<file path="src/design/sdmcc_pkg.sv">
package sdmcc_pkg;

   // Special function register addresses.
   localparam logic [7:0] SDMCC_ADDR_CLKDIV = 8'hf7;
   localparam logic [7:0] SDMCC_ADDR_DECH = 8'h9b;
   localparam logic [7:0] SDMCC_ADDR_DECL = 8'h9a;
   localparam logic [7:0] SDMCC_ADDR_CTRL = 8'hf8;
   localparam logic [7:0] SDMCC_ADDR_OFFS = 8'hf9;
   localparam logic [7:0] SDMCC_ADDR_STAT = 8'hfa;

   // Reset values.
   localparam logic [7:0] SDMCC_RST_CLKDIV = 8'h00;
   localparam logic [2:0] SDMCC_RST_DECH = 3'h7;
   localparam logic [7:0] SDMCC_RST_DECL = 8'hff;
   localparam logic [7:0] SDMCC_RST_CTRL = 8'h00;
   localparam logic [7:0] SDMCC_RST_OFFS = 8'h00;

   // Control register fields.
   localparam int SDMCC_CTRL_GAIN_LSB = 0;
   localparam int SDMCC_CTRL_GAIN_W = 3;
   localparam int SDMCC_CTRL_EN_BIT = 3;
   localparam int SDMCC_CTRL_REFX_BIT = 4;
   localparam int SDMCC_CTRL_BUF_LSB = 5;
   localparam int SDMCC_CTRL_BUF_W = 2;

   // Status register fields.
   localparam int SDMCC_STAT_OVF_BIT = 0;
   localparam int SDMCC_STAT_RUN_BIT = 1;

   // Modulator and decimation figures.
   localparam int SDMCC_OSR = 128;
   localparam int SDMCC_DECIMATION_RATIO_W = 11;
   localparam logic [10:0] SDMCC_DECIMATION_RATIO_MIN = 11'h013;

   typedef enum logic [1:0] {
      SDMCC_BUF_BYPASS,
      SDMCC_BUF_LOW,
      SDMCC_BUF_HIGH,
      SDMCC_BUF_BYPASS2
   } sdmcc_buf_t;

endpackage

</file>
<file path="src/design/sdmcc_fifo_if.sv">
`timescale 1ns/1ps
`default_nettype none

interface sdmcc_fifo_if #(
   parameter int WIDTH = 1
);
   logic wr_valid;
   logic wr_ready;
   logic [WIDTH-1:0] wr_data;
   logic rd_valid;
   logic rd_ready;
   logic [WIDTH-1:0] rd_data;

   modport fifo (
      input wr_valid,
      input wr_data,
      output wr_ready,
      output rd_valid,
      output rd_data,
      input rd_ready
   );

   modport user (
      output wr_valid,
      output wr_data,
      input wr_ready,
      input rd_valid,
      input rd_data,
      output rd_ready
   );
endinterface

`default_nettype wire

</file>
<file path="src/design/sdmcc_fifo.sv">
`timescale 1ns/1ps
`default_nettype none

module sdmcc_fifo #(
   parameter int WIDTH = 1,
   parameter int DEPTH = 8
) (
   input wire logic ref_clk_in,
   input wire logic rstn_in,
   sdmcc_fifo_if.fifo f
);
   localparam int AW = $clog2(DEPTH);
   localparam logic [AW:0] DEPTH_C = (AW+1)'(DEPTH);
   localparam logic [AW-1:0] LAST_C = AW'(DEPTH - 1);

   logic [WIDTH-1:0] mem_q [DEPTH];
   logic [AW-1:0] wp_q, wp_d, rp_q, rp_d;
   logic [AW:0] cnt_q, cnt_d;
   logic push, pop;

   assign f.wr_ready = (cnt_q != DEPTH_C);
   assign f.rd_valid = (cnt_q != '0);
   assign f.rd_data = mem_q[rp_q];
   assign push = f.wr_valid && f.wr_ready;
   assign pop = f.rd_valid && f.rd_ready;

   always_comb begin
      wp_d = wp_q;
      rp_d = rp_q;
      cnt_d = cnt_q;
      if (push) begin
         wp_d = (wp_q == LAST_C) ? '0 : wp_q + 1'b1;
      end
      if (pop) begin
         rp_d = (rp_q == LAST_C) ? '0 : rp_q + 1'b1;
      end
      if (push && !pop) begin
         cnt_d = cnt_q + 1'b1;
      end else if (pop && !push) begin
         cnt_d = cnt_q - 1'b1;
      end
   end

   always_ff @(posedge ref_clk_in or negedge rstn_in) begin
      if (!rstn_in) begin
         wp_q <= '0;
         rp_q <= '0;
         cnt_q <= '0;
      end else begin
         wp_q <= wp_d;
         rp_q <= rp_d;
         cnt_q <= cnt_d;
      end
   end

   // Storage needs no reset; reads are guarded by the count.
   always_ff @(posedge ref_clk_in) begin
      if (push) begin
         mem_q[wp_q] <= f.wr_data;
      end
   end
endmodule // sdmcc_fifo

`default_nettype wire

</file>
<file path="src/design/sdmcc_top.sv">
`timescale 1ns/1ps
`default_nettype none

module sdmcc_top
   import sdmcc_pkg::*;
#(
   parameter int FIFO_DEPTH = 8
) (
   input wire logic ref_clk_in,
   input wire logic rstn_in,
   input wire logic [7:0] sfr_addr_in,
   input wire logic sfr_wr_in,
   input wire logic sfr_rd_in,
   input wire logic [7:0] sfr_wdata_in,
   output logic [7:0] sfr_rdata_out,
   input wire logic mod_bit_in,
   output logic modulator_clock_out,
   output logic sample_strobe_out,
   output logic [7:0] pga_gain_sel_out,
   output logic buf_high_en_out,
   output logic buf_low_en_out,
   output logic buf_bypass_out,
   output logic ref_ext_sel_out,
   output logic [7:0] offset_dac_out,
   output logic code_valid_out,
   output logic code_bit_out,
   input wire logic code_ready_in,
   output logic word_strobe_out
);

   function automatic logic hit(input logic [7:0] a, input logic [7:0] r);
      hit = (a == r);
   endfunction

   ////////////////////////////////////////////////////////////////////////
   // Register file.

   logic [7:0] clkdiv_q, clkdiv_d;
   logic [7:0] ctrl_q, ctrl_d;
   logic [7:0] offs_q, offs_d;
   logic [2:0] dech_q, dech_d;
   logic [7:0] decl_q, decl_d;
   logic ovf_q, ovf_d;
   logic [7:0] rdata_q, rdata_d;
   logic running;
   logic ovf_evt;
   logic [10:0] decimation_ratio_raw, decimation_ratio_eff;

   assign running = ctrl_q[SDMCC_CTRL_EN_BIT];
   assign decimation_ratio_raw = {dech_q, decl_q};
   // Too small a ratio would push the word rate past its ceiling.
   assign decimation_ratio_eff = (decimation_ratio_raw < SDMCC_DECIMATION_RATIO_MIN) ? SDMCC_DECIMATION_RATIO_MIN
                                                   : decimation_ratio_raw;

   always_comb begin
      clkdiv_d = clkdiv_q;
      ctrl_d = ctrl_q;
      offs_d = offs_q;
      dech_d = dech_q;
      decl_d = decl_q;
      rdata_d = rdata_q;
      ovf_d = ovf_q;
      if (sfr_wr_in) begin
         if (hit(sfr_addr_in, SDMCC_ADDR_CLKDIV)) begin
            clkdiv_d = sfr_wdata_in;
         end
         if (hit(sfr_addr_in, SDMCC_ADDR_CTRL)) begin
            ctrl_d = sfr_wdata_in;
         end
         if (hit(sfr_addr_in, SDMCC_ADDR_OFFS)) begin
            offs_d = sfr_wdata_in;
         end
         // Ratio changes mid-conversion would corrupt a word in flight.
         if (hit(sfr_addr_in, SDMCC_ADDR_DECH) && !running) begin
            dech_d = sfr_wdata_in[2:0];
         end
         if (hit(sfr_addr_in, SDMCC_ADDR_DECL) && !running) begin
            decl_d = sfr_wdata_in;
         end
         if (hit(sfr_addr_in, SDMCC_ADDR_STAT) &&
             sfr_wdata_in[SDMCC_STAT_OVF_BIT]) begin
            ovf_d = 1'b0;
         end
      end
      // A lost sample in the same cycle as the clear keeps the flag set.
      if (ovf_evt) begin
         ovf_d = 1'b1;
      end
      if (sfr_rd_in) begin
         case (sfr_addr_in)
            SDMCC_ADDR_CLKDIV: rdata_d = clkdiv_q;
            SDMCC_ADDR_CTRL: rdata_d = ctrl_q;
            SDMCC_ADDR_OFFS: rdata_d = offs_q;
            SDMCC_ADDR_DECH: rdata_d = {5'h00, dech_q};
            SDMCC_ADDR_DECL: rdata_d = decl_q;
            SDMCC_ADDR_STAT: rdata_d = {6'h00, running, ovf_q};
            default: rdata_d = 8'h00;
         endcase
      end
   end

   always_ff @(posedge ref_clk_in or negedge rstn_in) begin
      if (!rstn_in) begin
         clkdiv_q <= SDMCC_RST_CLKDIV;
         ctrl_q <= SDMCC_RST_CTRL;
         offs_q <= SDMCC_RST_OFFS;
         dech_q <= SDMCC_RST_DECH;
         decl_q <= SDMCC_RST_DECL;
         ovf_q <= 1'b0;
         rdata_q <= 8'h00;
      end else begin
         clkdiv_q <= clkdiv_d;
         ctrl_q <= ctrl_d;
         offs_q <= offs_d;
         dech_q <= dech_d;
         decl_q <= decl_d;
         ovf_q <= ovf_d;
         rdata_q <= rdata_d;
      end
   end

   assign sfr_rdata_out = rdata_q;

   ////////////////////////////////////////////////////////////////////////
   // Front-end selections.

   sdmcc_buf_t buf_sel;
   logic [7:0] gain_d, gain_q;
   logic [2:0] fe_d, fe_q;

   assign buf_sel = sdmcc_buf_t'(ctrl_q[SDMCC_CTRL_BUF_LSB +:
                                        SDMCC_CTRL_BUF_W]);

   always_comb begin
      gain_d = 8'h01 << ctrl_q[SDMCC_CTRL_GAIN_LSB +:
                               SDMCC_CTRL_GAIN_W];
      case (buf_sel)
         SDMCC_BUF_LOW: fe_d = 3'b010;
         SDMCC_BUF_HIGH: fe_d = 3'b100;
         default: fe_d = 3'b001;
      endcase
   end

   always_ff @(posedge ref_clk_in or negedge rstn_in) begin
      if (!rstn_in) begin
         gain_q <= 8'h01;
         fe_q <= 3'b001;
      end else begin
         gain_q <= gain_d;
         fe_q <= fe_d;
      end
   end

   assign pga_gain_sel_out = gain_q;
   assign buf_high_en_out = fe_q[2];
   assign buf_low_en_out = fe_q[1];
   assign buf_bypass_out = fe_q[0];
   assign ref_ext_sel_out = ctrl_q[SDMCC_CTRL_REFX_BIT];
   assign offset_dac_out = offs_q;

   ////////////////////////////////////////////////////////////////////////
   // Modulator clock, sampling and code stream.

   localparam logic [6:0] OSR_LAST = 7'(SDMCC_OSR - 1);

   logic [7:0] div_cnt_q, div_cnt_d;
   logic mclk_q, mclk_d;
   logic [6:0] osr_cnt_q, osr_cnt_d;
   logic smp_q, smp_d;
   logic bit_q, bit_d;
   logic [10:0] dec_cnt_q, dec_cnt_d;
   logic word_q, word_d;
   logic pop;

   sdmcc_fifo_if #(.WIDTH(1)) fif ();

   always_comb begin
      div_cnt_d = 8'h00;
      mclk_d = 1'b0;
      osr_cnt_d = osr_cnt_q;
      smp_d = 1'b0;
      bit_d = bit_q;
      dec_cnt_d = dec_cnt_q;
      word_d = 1'b0;
      if (running) begin
         // The >= lets a shrunk divisor take effect without a long wrap.
         if (div_cnt_q >= clkdiv_q) begin
            mclk_d = 1'b1;
         end else begin
            div_cnt_d = div_cnt_q + 8'h01;
         end
      end else begin
         osr_cnt_d = 7'h00;
         dec_cnt_d = 11'h000;
      end
      if (running && mclk_q) begin
         if (osr_cnt_q == OSR_LAST) begin
            osr_cnt_d = 7'h00;
            smp_d = 1'b1;
            bit_d = mod_bit_in;
         end else begin
            osr_cnt_d = osr_cnt_q + 7'h01;
         end
      end
      if (running && pop) begin
         if (dec_cnt_q >= decimation_ratio_eff) begin
            dec_cnt_d = 11'h000;
            word_d = 1'b1;
         end else begin
            dec_cnt_d = dec_cnt_q + 11'h001;
         end
      end
   end

   always_ff @(posedge ref_clk_in or negedge rstn_in) begin
      if (!rstn_in) begin
         div_cnt_q <= 8'h00;
         mclk_q <= 1'b0;
         osr_cnt_q <= 7'h00;
         smp_q <= 1'b0;
         bit_q <= 1'b0;
         dec_cnt_q <= 11'h000;
         word_q <= 1'b0;
      end else begin
         div_cnt_q <= div_cnt_d;
         mclk_q <= mclk_d;
         osr_cnt_q <= osr_cnt_d;
         smp_q <= smp_d;
         bit_q <= bit_d;
         dec_cnt_q <= dec_cnt_d;
         word_q <= word_d;
      end
   end

   // A sample offered while the buffer is full is dropped and flagged.
   assign fif.wr_valid = smp_q;
   assign fif.wr_data = bit_q;
   assign ovf_evt = smp_q && !fif.wr_ready;
   assign fif.rd_ready = code_ready_in;
   assign pop = fif.rd_valid && code_ready_in;

   sdmcc_fifo #(
      .WIDTH(1),
      .DEPTH(FIFO_DEPTH)
   ) u_fifo (
      .ref_clk_in(ref_clk_in),
      .rstn_in(rstn_in),
      .f(fif.fifo)
   );

   assign modulator_clock_out = mclk_q;
   assign sample_strobe_out = smp_q;
   assign code_valid_out = fif.rd_valid;
   assign code_bit_out = fif.rd_data;
   assign word_strobe_out = word_q;

endmodule // sdmcc_top

`default_nettype wire

</file>
<file path="config.mk">
export PLATFORM = sky130hd
export DESIGN_NAME = sdmcc_top
export DESIGN_NICKNAME = d
export VERILOG_FILES = /design/src/design/sdmcc_pkg.sv /design/src/design/sdmcc_fifo_if.sv /design/src/design/sdmcc_fifo.sv /design/src/design/sdmcc_top.sv
export SDC_FILE = /design/constraint.sdc
export NUM_CORES = 1
export LEC_CHECK = 0
export BUFFER_PORTS_ARGS = -buffer_cell sky130_fd_sc_hd__buf_2
export CAP_MARGIN = 20
export CORE_ASPECT_RATIO = 1.4
export CORE_MARGIN = 4
export CORE_UTILIZATION = 50
export CTS_CLUSTER_DIAMETER = 200
export DETAILED_ROUTE_END_ITERATION = 8
export HOLD_SLACK_MARGIN = 0.06
export MAX_ROUTING_LAYER = met4
export PLACE_DENSITY = 0.78
export SETUP_SLACK_MARGIN = 0.3
export SLEW_MARGIN = 30
export SYNTH_ARGS = -nofsm -noshare
export SYNTH_HDL_FRONTEND = slang
export SYNTH_HIERARCHICAL = 1
export SYNTH_SLANG_ARGS = --single-unit
</file>
<file path="constraint.sdc">
create_clock -name ref_clk_in -period 2.49 [get_ports ref_clk_in]
set_input_delay 0.498 -clock ref_clk_in [delete_from_list [all_inputs] [get_ports ref_clk_in]]
set_output_delay 0.498 -clock ref_clk_in [all_outputs]
set_load 0.005 [all_outputs]
</file>
==> reports/qor.yml, run 1 <==
logic_synthesis:
  synth-seq-area-share_pct: 48.8
  yosysTopAreaCell: "dfrtp_1"
  synth_cell_types: 63
  synthCells: 488
  synthesis.nets: 542
  synth_ff_type: "dfrtp_1"
  ys_warn_count: 6
  syn_area_per_cell_sq_um: 11.1
  netlist_top_cells_area: "dfrtp_1, ha_1, mux2_2"
  yosysTopAreaCellShare_pct: 38.0
  synth_enable_flop_cells: 8
  synthesis.area_sq_um: 5400
  async_flop_share_pct: 92.2
  ys_seq_elements: 103
cts:
  clkTransAtPathRegs_ns: 0.07
  cts_root_buf: "clkbuf_16"
  clock_latency_ns: 0.35
  cts_made_buffers: 9
  htreeDepth: 3
  cts_tree: "built"
  postCtsHoldBufs: 0
  clock-sinks: 103
  cts_max_path_buffers: 2
detailed_routing:
  drt-total-wl_microns: 12800
  dr_total_vias: 4196
  ant_nets: 0
  drt_iter0_markers: 284
  detail_route.vias_per_cell: 5.82
  wl_per_cell_microns: 17.7
  drc: 0
  drt_first_pass_iters: 5
cells_and_area:
  fillers: 801
  nets: 632
  layout.cells.non_filler: 721
  final_common_cell: "dfrtp_1"
  syn_to_final_growth_pct: 22.4
  drive_gt1_share_pct: 34.8
  finalInstanceArea_sq_um: 6610
  mostFrequentLayoutCells: "dfrtp_1, buf_2, buf_4"
  n_antenna_cell: 0
global_route:
  grt_max_degree: 40
  grt_pass1_wl_microns: 20400
  grt_pass1_vias: 4212
  overflow: 0
  antenna_found_initial: 0
  track_usage_pct: 21.6
worst_setup_path:
  cpMaxStageDelayCell: "or4b_4"
  path_class: "reg -> reg"
  max_stage_delay_ns: 0.60
  crit_fanout: 3
  worstPathArrival_ns: 2.66
  start_kind: "flop"
  crit_chain: "or4b_4 > nand2_8 > inv_2 > ha_4 > inv_4 > ha_4 > or4_4 > o211ai_1 > o211ai_1"
  end_kind: "flop"
  critical_path_required_ns: 2.71
timing:
  setup_violations: 0
  fin_crit_ns: 2.44
  relSlewSlack_pct: 63.0
  period_share_pct: 98.2
  final-hold-violation-count: 0
  rsz0062_at_grt: "true"
  tightest_slew_ns: 0.553
  setup_slack_ns: 0.0450
  slew_violations: 0
  fmax_mhz: 409
  clock_skew_ns: 0.00515
run:
  max-cap-violations: 0
pwr:
  total_leakage_power_nw: 3.09
  powerDensity_nw_per_um2: 526
  power_mw: 3.48
  ir_drop_v: 0.000422
die:
  fp.dieW_microns: 95.8
  die_h_microns: 131
  die_area_sq_um: 12600
  ios: 55
  coreArea_sq_um: 10500
  start_util_pct: 51.6
  fp-row-count: 44
placement:
  routabilityCongestion: 0.824
  dpl-instance-area_sq_um: 5920
  place_inst: 676
  port_buffers: 54
  dp_hpwl_microns: 8710
  preCtsSetupSlack_ns: 0.0181
run_status:
  outcome: "completed"
min_path:
  hold_class: "in -> async"
[report_power, final]
| part | internal [mW] | switching, mW | leakage [nW] |
|---|---|---|---|
| Clock | 0.809 | 0.618 | 0.150 |
| Sequential | 1.75 | 0.0418 | 1.31 |
| Combinational | 0.114 | 0.152 | 1.63 |
| Total | 2.67 | 0.812 | 3.09 |
[logic make-up after synthesis]
family          Yosys count  synth area share, %
xor+xnor                 14                 2.27
mux                      54                 11.6
flops                   103                 48.8
buf+inv                  45                 3.41
fa+ha+maj                32                 7.55
compound gates           88                 10.7
simple gates            152                 15.7
[Yosys cell counts (all sizes together) (10+ instances only)]
| library cell | number |
|---|---|
| nor3 | 13 |
| o21ai | 27 |
| ha | 31 |
| dfrtp | 82 |
| nand2 | 41 |
| clkbuf | 10 |
| nor2 | 27 |
| nand3 | 19 |
| xnor2 | 10 |
| mux2i | 11 |
| inv | 31 |
| mux2 | 41 |
| dfstp | 13 |
[flip-flops by register name (all words and copies together) (netlist names)]
signal               flops
bit_q                    1
clkdiv_q                 8
ctrl_q                   8
dec_cnt_q               11
dech_q                   3
decl_q                   8
div_cnt_q                8
fe_q                     3
modulator_clock_out      1
offset_dac_out           8
osr_cnt_q                7
ovf_q                    1
pga_gain_sel_out         8
sample_strobe_out        1
sfr_rdata_out            8
u_fifo/cnt_q             4
u_fifo/mem_q             8
u_fifo/rp_q              3
u_fifo/wp_q              3
word_strobe_out          1
[final timing paths]
check                      slack (ns)                            end                    startpoint  cells after the start
max                              0.05    u_fifo/cnt_q[3]$_DFFE_PN0P_   u_fifo/cnt_q[2]$_DFFE_PN0P_                      9
min                              0.12  offset_dac_out[4]$_DFFE_PN0P_                       rstn_in                      1
max reg2reg                      0.05    u_fifo/cnt_q[3]$_DFFE_PN0P_   u_fifo/cnt_q[2]$_DFFE_PN0P_                      9
min reg2reg                      0.50   sfr_rdata_out[2]$_DFFE_PN0P_  sfr_rdata_out[2]$_DFFE_PN0P_                      2
max in group asynchronous        1.67          dech_q[1]$_DFFE_PN1P_                       rstn_in                      2
min in group ref_clk_in          0.39              bit_q$_DFFE_PN0P_                    mod_bit_in                      2
[stage by stage]
stage | hold slack (ns) | setup TNS (ns) | util [%]
after floorplan | 0.202 | 0 | -
after global placement | 0.489 | 0 | 56.6
after detailed placement | 0.496 | 0 | 56.6
after CTS | 0.131 | 0 | 61.6
after global routing | 0.154 | -0.0581 | 63.2
final | 0.118 | 0 | 63.2
[critical path: cells and delay by family (launching register included)]
| kind | cells | cell delay [ns] |
|---|---|---|
| buffers and inverters | 2 | 0.11 |
| and+or+nand+nor | 3 | 1.16 |
| DFF | 1 | 0.40 |
| AOI/OAI and AO/OA | 2 | 0.29 |
| adders and majority gates | 2 | 0.37 |
[cell type report]
| cell class | count | area [sq um] | area share [%] |
|---|---|---|---|
| Sequential cell | 103 | 2640 | 39.9 |
| Timing Repair Buffer | 93 | 592 | 8.95 |
| Clock buffer | 11 | 243 | 3.67 |
| Multi-Input combinational cell | 340 | 2790 | 42.2 |
| Inverter | 31 | 119 | 1.80 |
| Clock inverter | 5 | 57.6 | 0.871 |
| Tap cell | 138 | 173 | 2.61 |
[timing repair]
action / CTS / global route
endpoints found under the setup margin: 14 / 16
cloned: 0 / 0
gates resized for setup: 20 / 21
pin swaps: 16 / 23
buffers inserted: 19 / 10
[metal layers]
layer | track usage (%) | wire [microns] | up-vias
li1 | - | - | 1949
met1 | 25.7 | 5140 | 2065
met2 | 34.7 | 6600 | 134
met3 | 3.67 | 511 | 48
met4 | 12.1 | 522 | 0
met5 | - | 0 | -
(Power assumes the default switching activity.)
==> inputs of run 2 (changes only) <==
--- a/config.mk
+++ b/config.mk
@@ -8,13 +8,13 @@
 export BUFFER_PORTS_ARGS = -buffer_cell sky130_fd_sc_hd__buf_2
 export CAP_MARGIN = 20
 export CORE_ASPECT_RATIO = 1.4
-export CORE_MARGIN = 4
 export CORE_UTILIZATION = 50
 export CTS_CLUSTER_DIAMETER = 200
 export DETAILED_ROUTE_END_ITERATION = 8
 export HOLD_SLACK_MARGIN = 0.06
 export MAX_ROUTING_LAYER = met4
 export PLACE_DENSITY = 0.78
+export REMOVE_ABC_BUFFERS = 1
 export SETUP_SLACK_MARGIN = 0.3
 export SLEW_MARGIN = 30
 export SYNTH_ARGS = -nofsm -noshare
==> constraint.sdc (replaced) <==
create_clock -name ref_clk_in -period 2.49 [get_ports ref_clk_in]
set_input_delay 0.498 -clock ref_clk_in [delete_from_list [all_inputs] [get_ports ref_clk_in]]
set_output_delay 0.498 -clock ref_clk_in [all_outputs]
set_load 0.02 [all_outputs]
==> run 2 against run 1 <==
  * Via count rose by 0.29%
  * Sequential share of layout area rose by 0.18 points
  * Critical endpoint is now word_strobe_out$_DFF_PN0_
  * First-iteration DRC count rose by 3.9%
  * Highest routed layer unchanged
  * Power fell by 2.8%
==> reports/qor.yml, run 2 (same netlist as run 1, synthesis figures left out) <==
timing:
  period_share_pct: 97.0  # -1.2 points
  tns_ns: 0  # unchanged
  clock_skew_ns: 0.00710  # +0.00195 ns
  rsz0062_at_grt: "true"
  tightest_slew_ns: 0.641  # +0.0871 ns
  final-hold-violation-count: 0  # unchanged
  fmax_mhz: 414  # +1.2%
  slew_violations: 0  # unchanged
  fin_crit_ns: 2.42  # -0.0296 ns
  relSlewSlack_pct: 57.3  # -5.7 points
  setup_slack_ns: 0.0746  # +0.0296 ns
  setup_violations: 0  # unchanged
cells_and_area:
  syn_to_final_growth_pct: 21.8
  mostFrequentLayoutCells: "dfrtp_1, buf_2, nand2_1"
  nets: 633  # +0.16%
  top_register: "dec_cnt_q"
  largest_register_ffs: 11  # unchanged
  n_antenna_cell: 0  # unchanged
  final_common_cell: "dfrtp_1"
  drive_gt1_share_pct: 33.7  # -1.1 points
cts:
  postCtsHoldBufs: 0  # unchanged
  cts_made_buffers: 9  # unchanged
  clkTransAtPathRegs_ns: 0.07  # about the same
  cts_root_buf: "clkbuf_16"
  clock-sinks: 103  # unchanged
  htreeDepth: 3  # unchanged
  cts_tree: "built"
  cts_max_path_buffers: 2  # unchanged
  clock_latency_ns: 0.35  # about the same
global_route:
  grt_pass1_wl_microns: 19900  # -2.4%
  grt_pass1_vias: 4117  # -2.3%
  antenna_found_initial: 0  # unchanged
  overflow: 0  # unchanged
  track_usage_pct: 23.2  # +1.5 points
  grt_max_degree: 50  # +25%
detailed_routing:
  highest-signal-layer: "met4"
  wl_met3_microns: 539  # +5.5%
  drc: 0  # unchanged
  drt_first_pass_iters: 6  # +1
  drt_iter0_markers: 295  # +3.9%
  detail_route.vias_per_cell: 5.83  # +0.15%
  wl_met1_microns: 5210  # +1.4%
  drt-total-wl_microns: 12800  # about the same
  dr_total_vias: 4208  # +0.29%
  ant_nets: 0  # unchanged
  wl_met2_microns: 6610  # +0.15%
  wl_per_cell_microns: 17.7  # about the same
worst_setup_path:
  start_kind: "flop"
  max_stage_delay_ns: 0.39  # -0.21 ns
  worstPathArrival_ns: 2.68  # +0.02 ns
  cpMaxStageDelayCell: "dfstp_2"
  critPathMostFrequentCell: "buf_4"
  end_kind: "flop"
  rrSetupSlack_ns: 0.07  # +0.03 ns
  path_class: "reg -> reg"
  cp_top_family: "simple AND/OR/NAND/NOR gates"
  cp_num_buf_inv: 4  # +2
  critical_path_required_ns: 2.75  # +0.04 ns
  crit_fanout: 3  # unchanged
  crit_chain: "nor4_4 > buf_4 > a21oi_2 > ha_1 > nand4_1 > buf_4 > buf_4 > buf_4 > o31ai_2 > nor2_1 > nor2_1"
placement:
  port_buffers: 54  # unchanged
  preCtsSetupSlack_ns: 0.0159  # -0.00218 ns
  dp_hpwl_microns: 8380  # -3.7%
  routabilityCongestion: 0.841  # +2.1%
die:
  die_h_microns: 125  # -4.6%
  die_area_sq_um: 11200  # -11%
  ios: 55  # unchanged
  fp-row-count: 44  # unchanged
  coreArea_sq_um: 10500  # unchanged
  fp.dieW_microns: 89.8  # -6.3%
  start_util_pct: 51.6  # unchanged
min_path:
  hold_class: "in -> async"
pwr:
  total_leakage_power_nw: 3.06  # -0.94%
  p_int_mw: 2.54  # -4.9%
  p_clk_share_pct: 38.3  # -2.7 points
  power_mw: 3.38  # -2.8%
  ir_drop_v: 0.000352  # -16%
  powerDensity_nw_per_um2: 514  # -2.3%
  share_comb_of_total_power_pct: 8.9  # +1.2 points
  switching_power_mw: 0.845  # +4.0%
  p_sw_share_pct: 25.0  # +1.6 points
  pwr-share-seq_pct: 52.8  # +1.5 points
run:
  max-cap-violations: 0  # unchanged
run_status:
  outcome: "completed"
[run 2: final cells by class]
type / instances / area (sq um)
Inverter: 31 / 121
Fill cell: 809 / 3880
Clock inverter: 6 / 36.3
Tap cell: 138 / 173
Clock buffer: 10 / 229
Multi-Input combinational cell: 340 / 2780
Sequential cell: 103 / 2640
Timing Repair Buffer: 94 / 607
[run 2: repair_timing]
action	in CTS	in global routing
gates resized for setup	31	20
setup buffers	16	7
cloned	0	0
setup endpoints to repair	15	16
pin swaps	17	17
[run 2: final timing paths]
kind	startpoint	endpoint	cells after the start
setup / recovery	decl_q[5]$_DFFE_PN1P_	word_strobe_out$_DFF_PN0_	11
hold / removal	rstn_in	u_fifo/cnt_q[3]$_DFFE_PN0P_	1
setup reg to reg	decl_q[5]$_DFFE_PN1P_	word_strobe_out$_DFF_PN0_	11
hold reg to reg	sfr_rdata_out[2]$_DFFE_PN0P_	sfr_rdata_out[2]$_DFFE_PN0P_	2
max in group asynchronous	rstn_in	fe_q[0]$_DFF_PN1_	2
min in group ref_clk_in	mod_bit_in	bit_q$_DFFE_PN0P_	2
[run 2: per-stage QoR]
step | instance area [sq um] | util (%) | cells | hold slack [ns]
after global placement | 5920 | 56.6 | 683 | 0.484
after floorplan | 5330 | - | 474 | 0.202
after CTS | 6410 | 61.3 | 715 | 0.186
after detailed placement | 5920 | 56.6 | 683 | 0.491
final | 6580 | 62.9 | 722 | 0.164
after global routing | 6580 | 62.9 | 722 | 0.215
[run 2: power by group through the flow]
stage               registers [mW]  logic, mW  clock network, mW
global placement              1.81      0.248                  0
CTS                           1.78      0.280               1.29
detailed placement            1.81      0.256                  0
global route                  1.79      0.324               1.38
floorplan                     1.83     0.0998                  0
finish                        1.79      0.302               1.29
[run 2: metal layers]
metal  GRT usage [%]  vias up
li1                -     1941
met5               -        -
met4            10.1        0
met2            39.5      148
met3            3.71       40
met1            26.9     2079
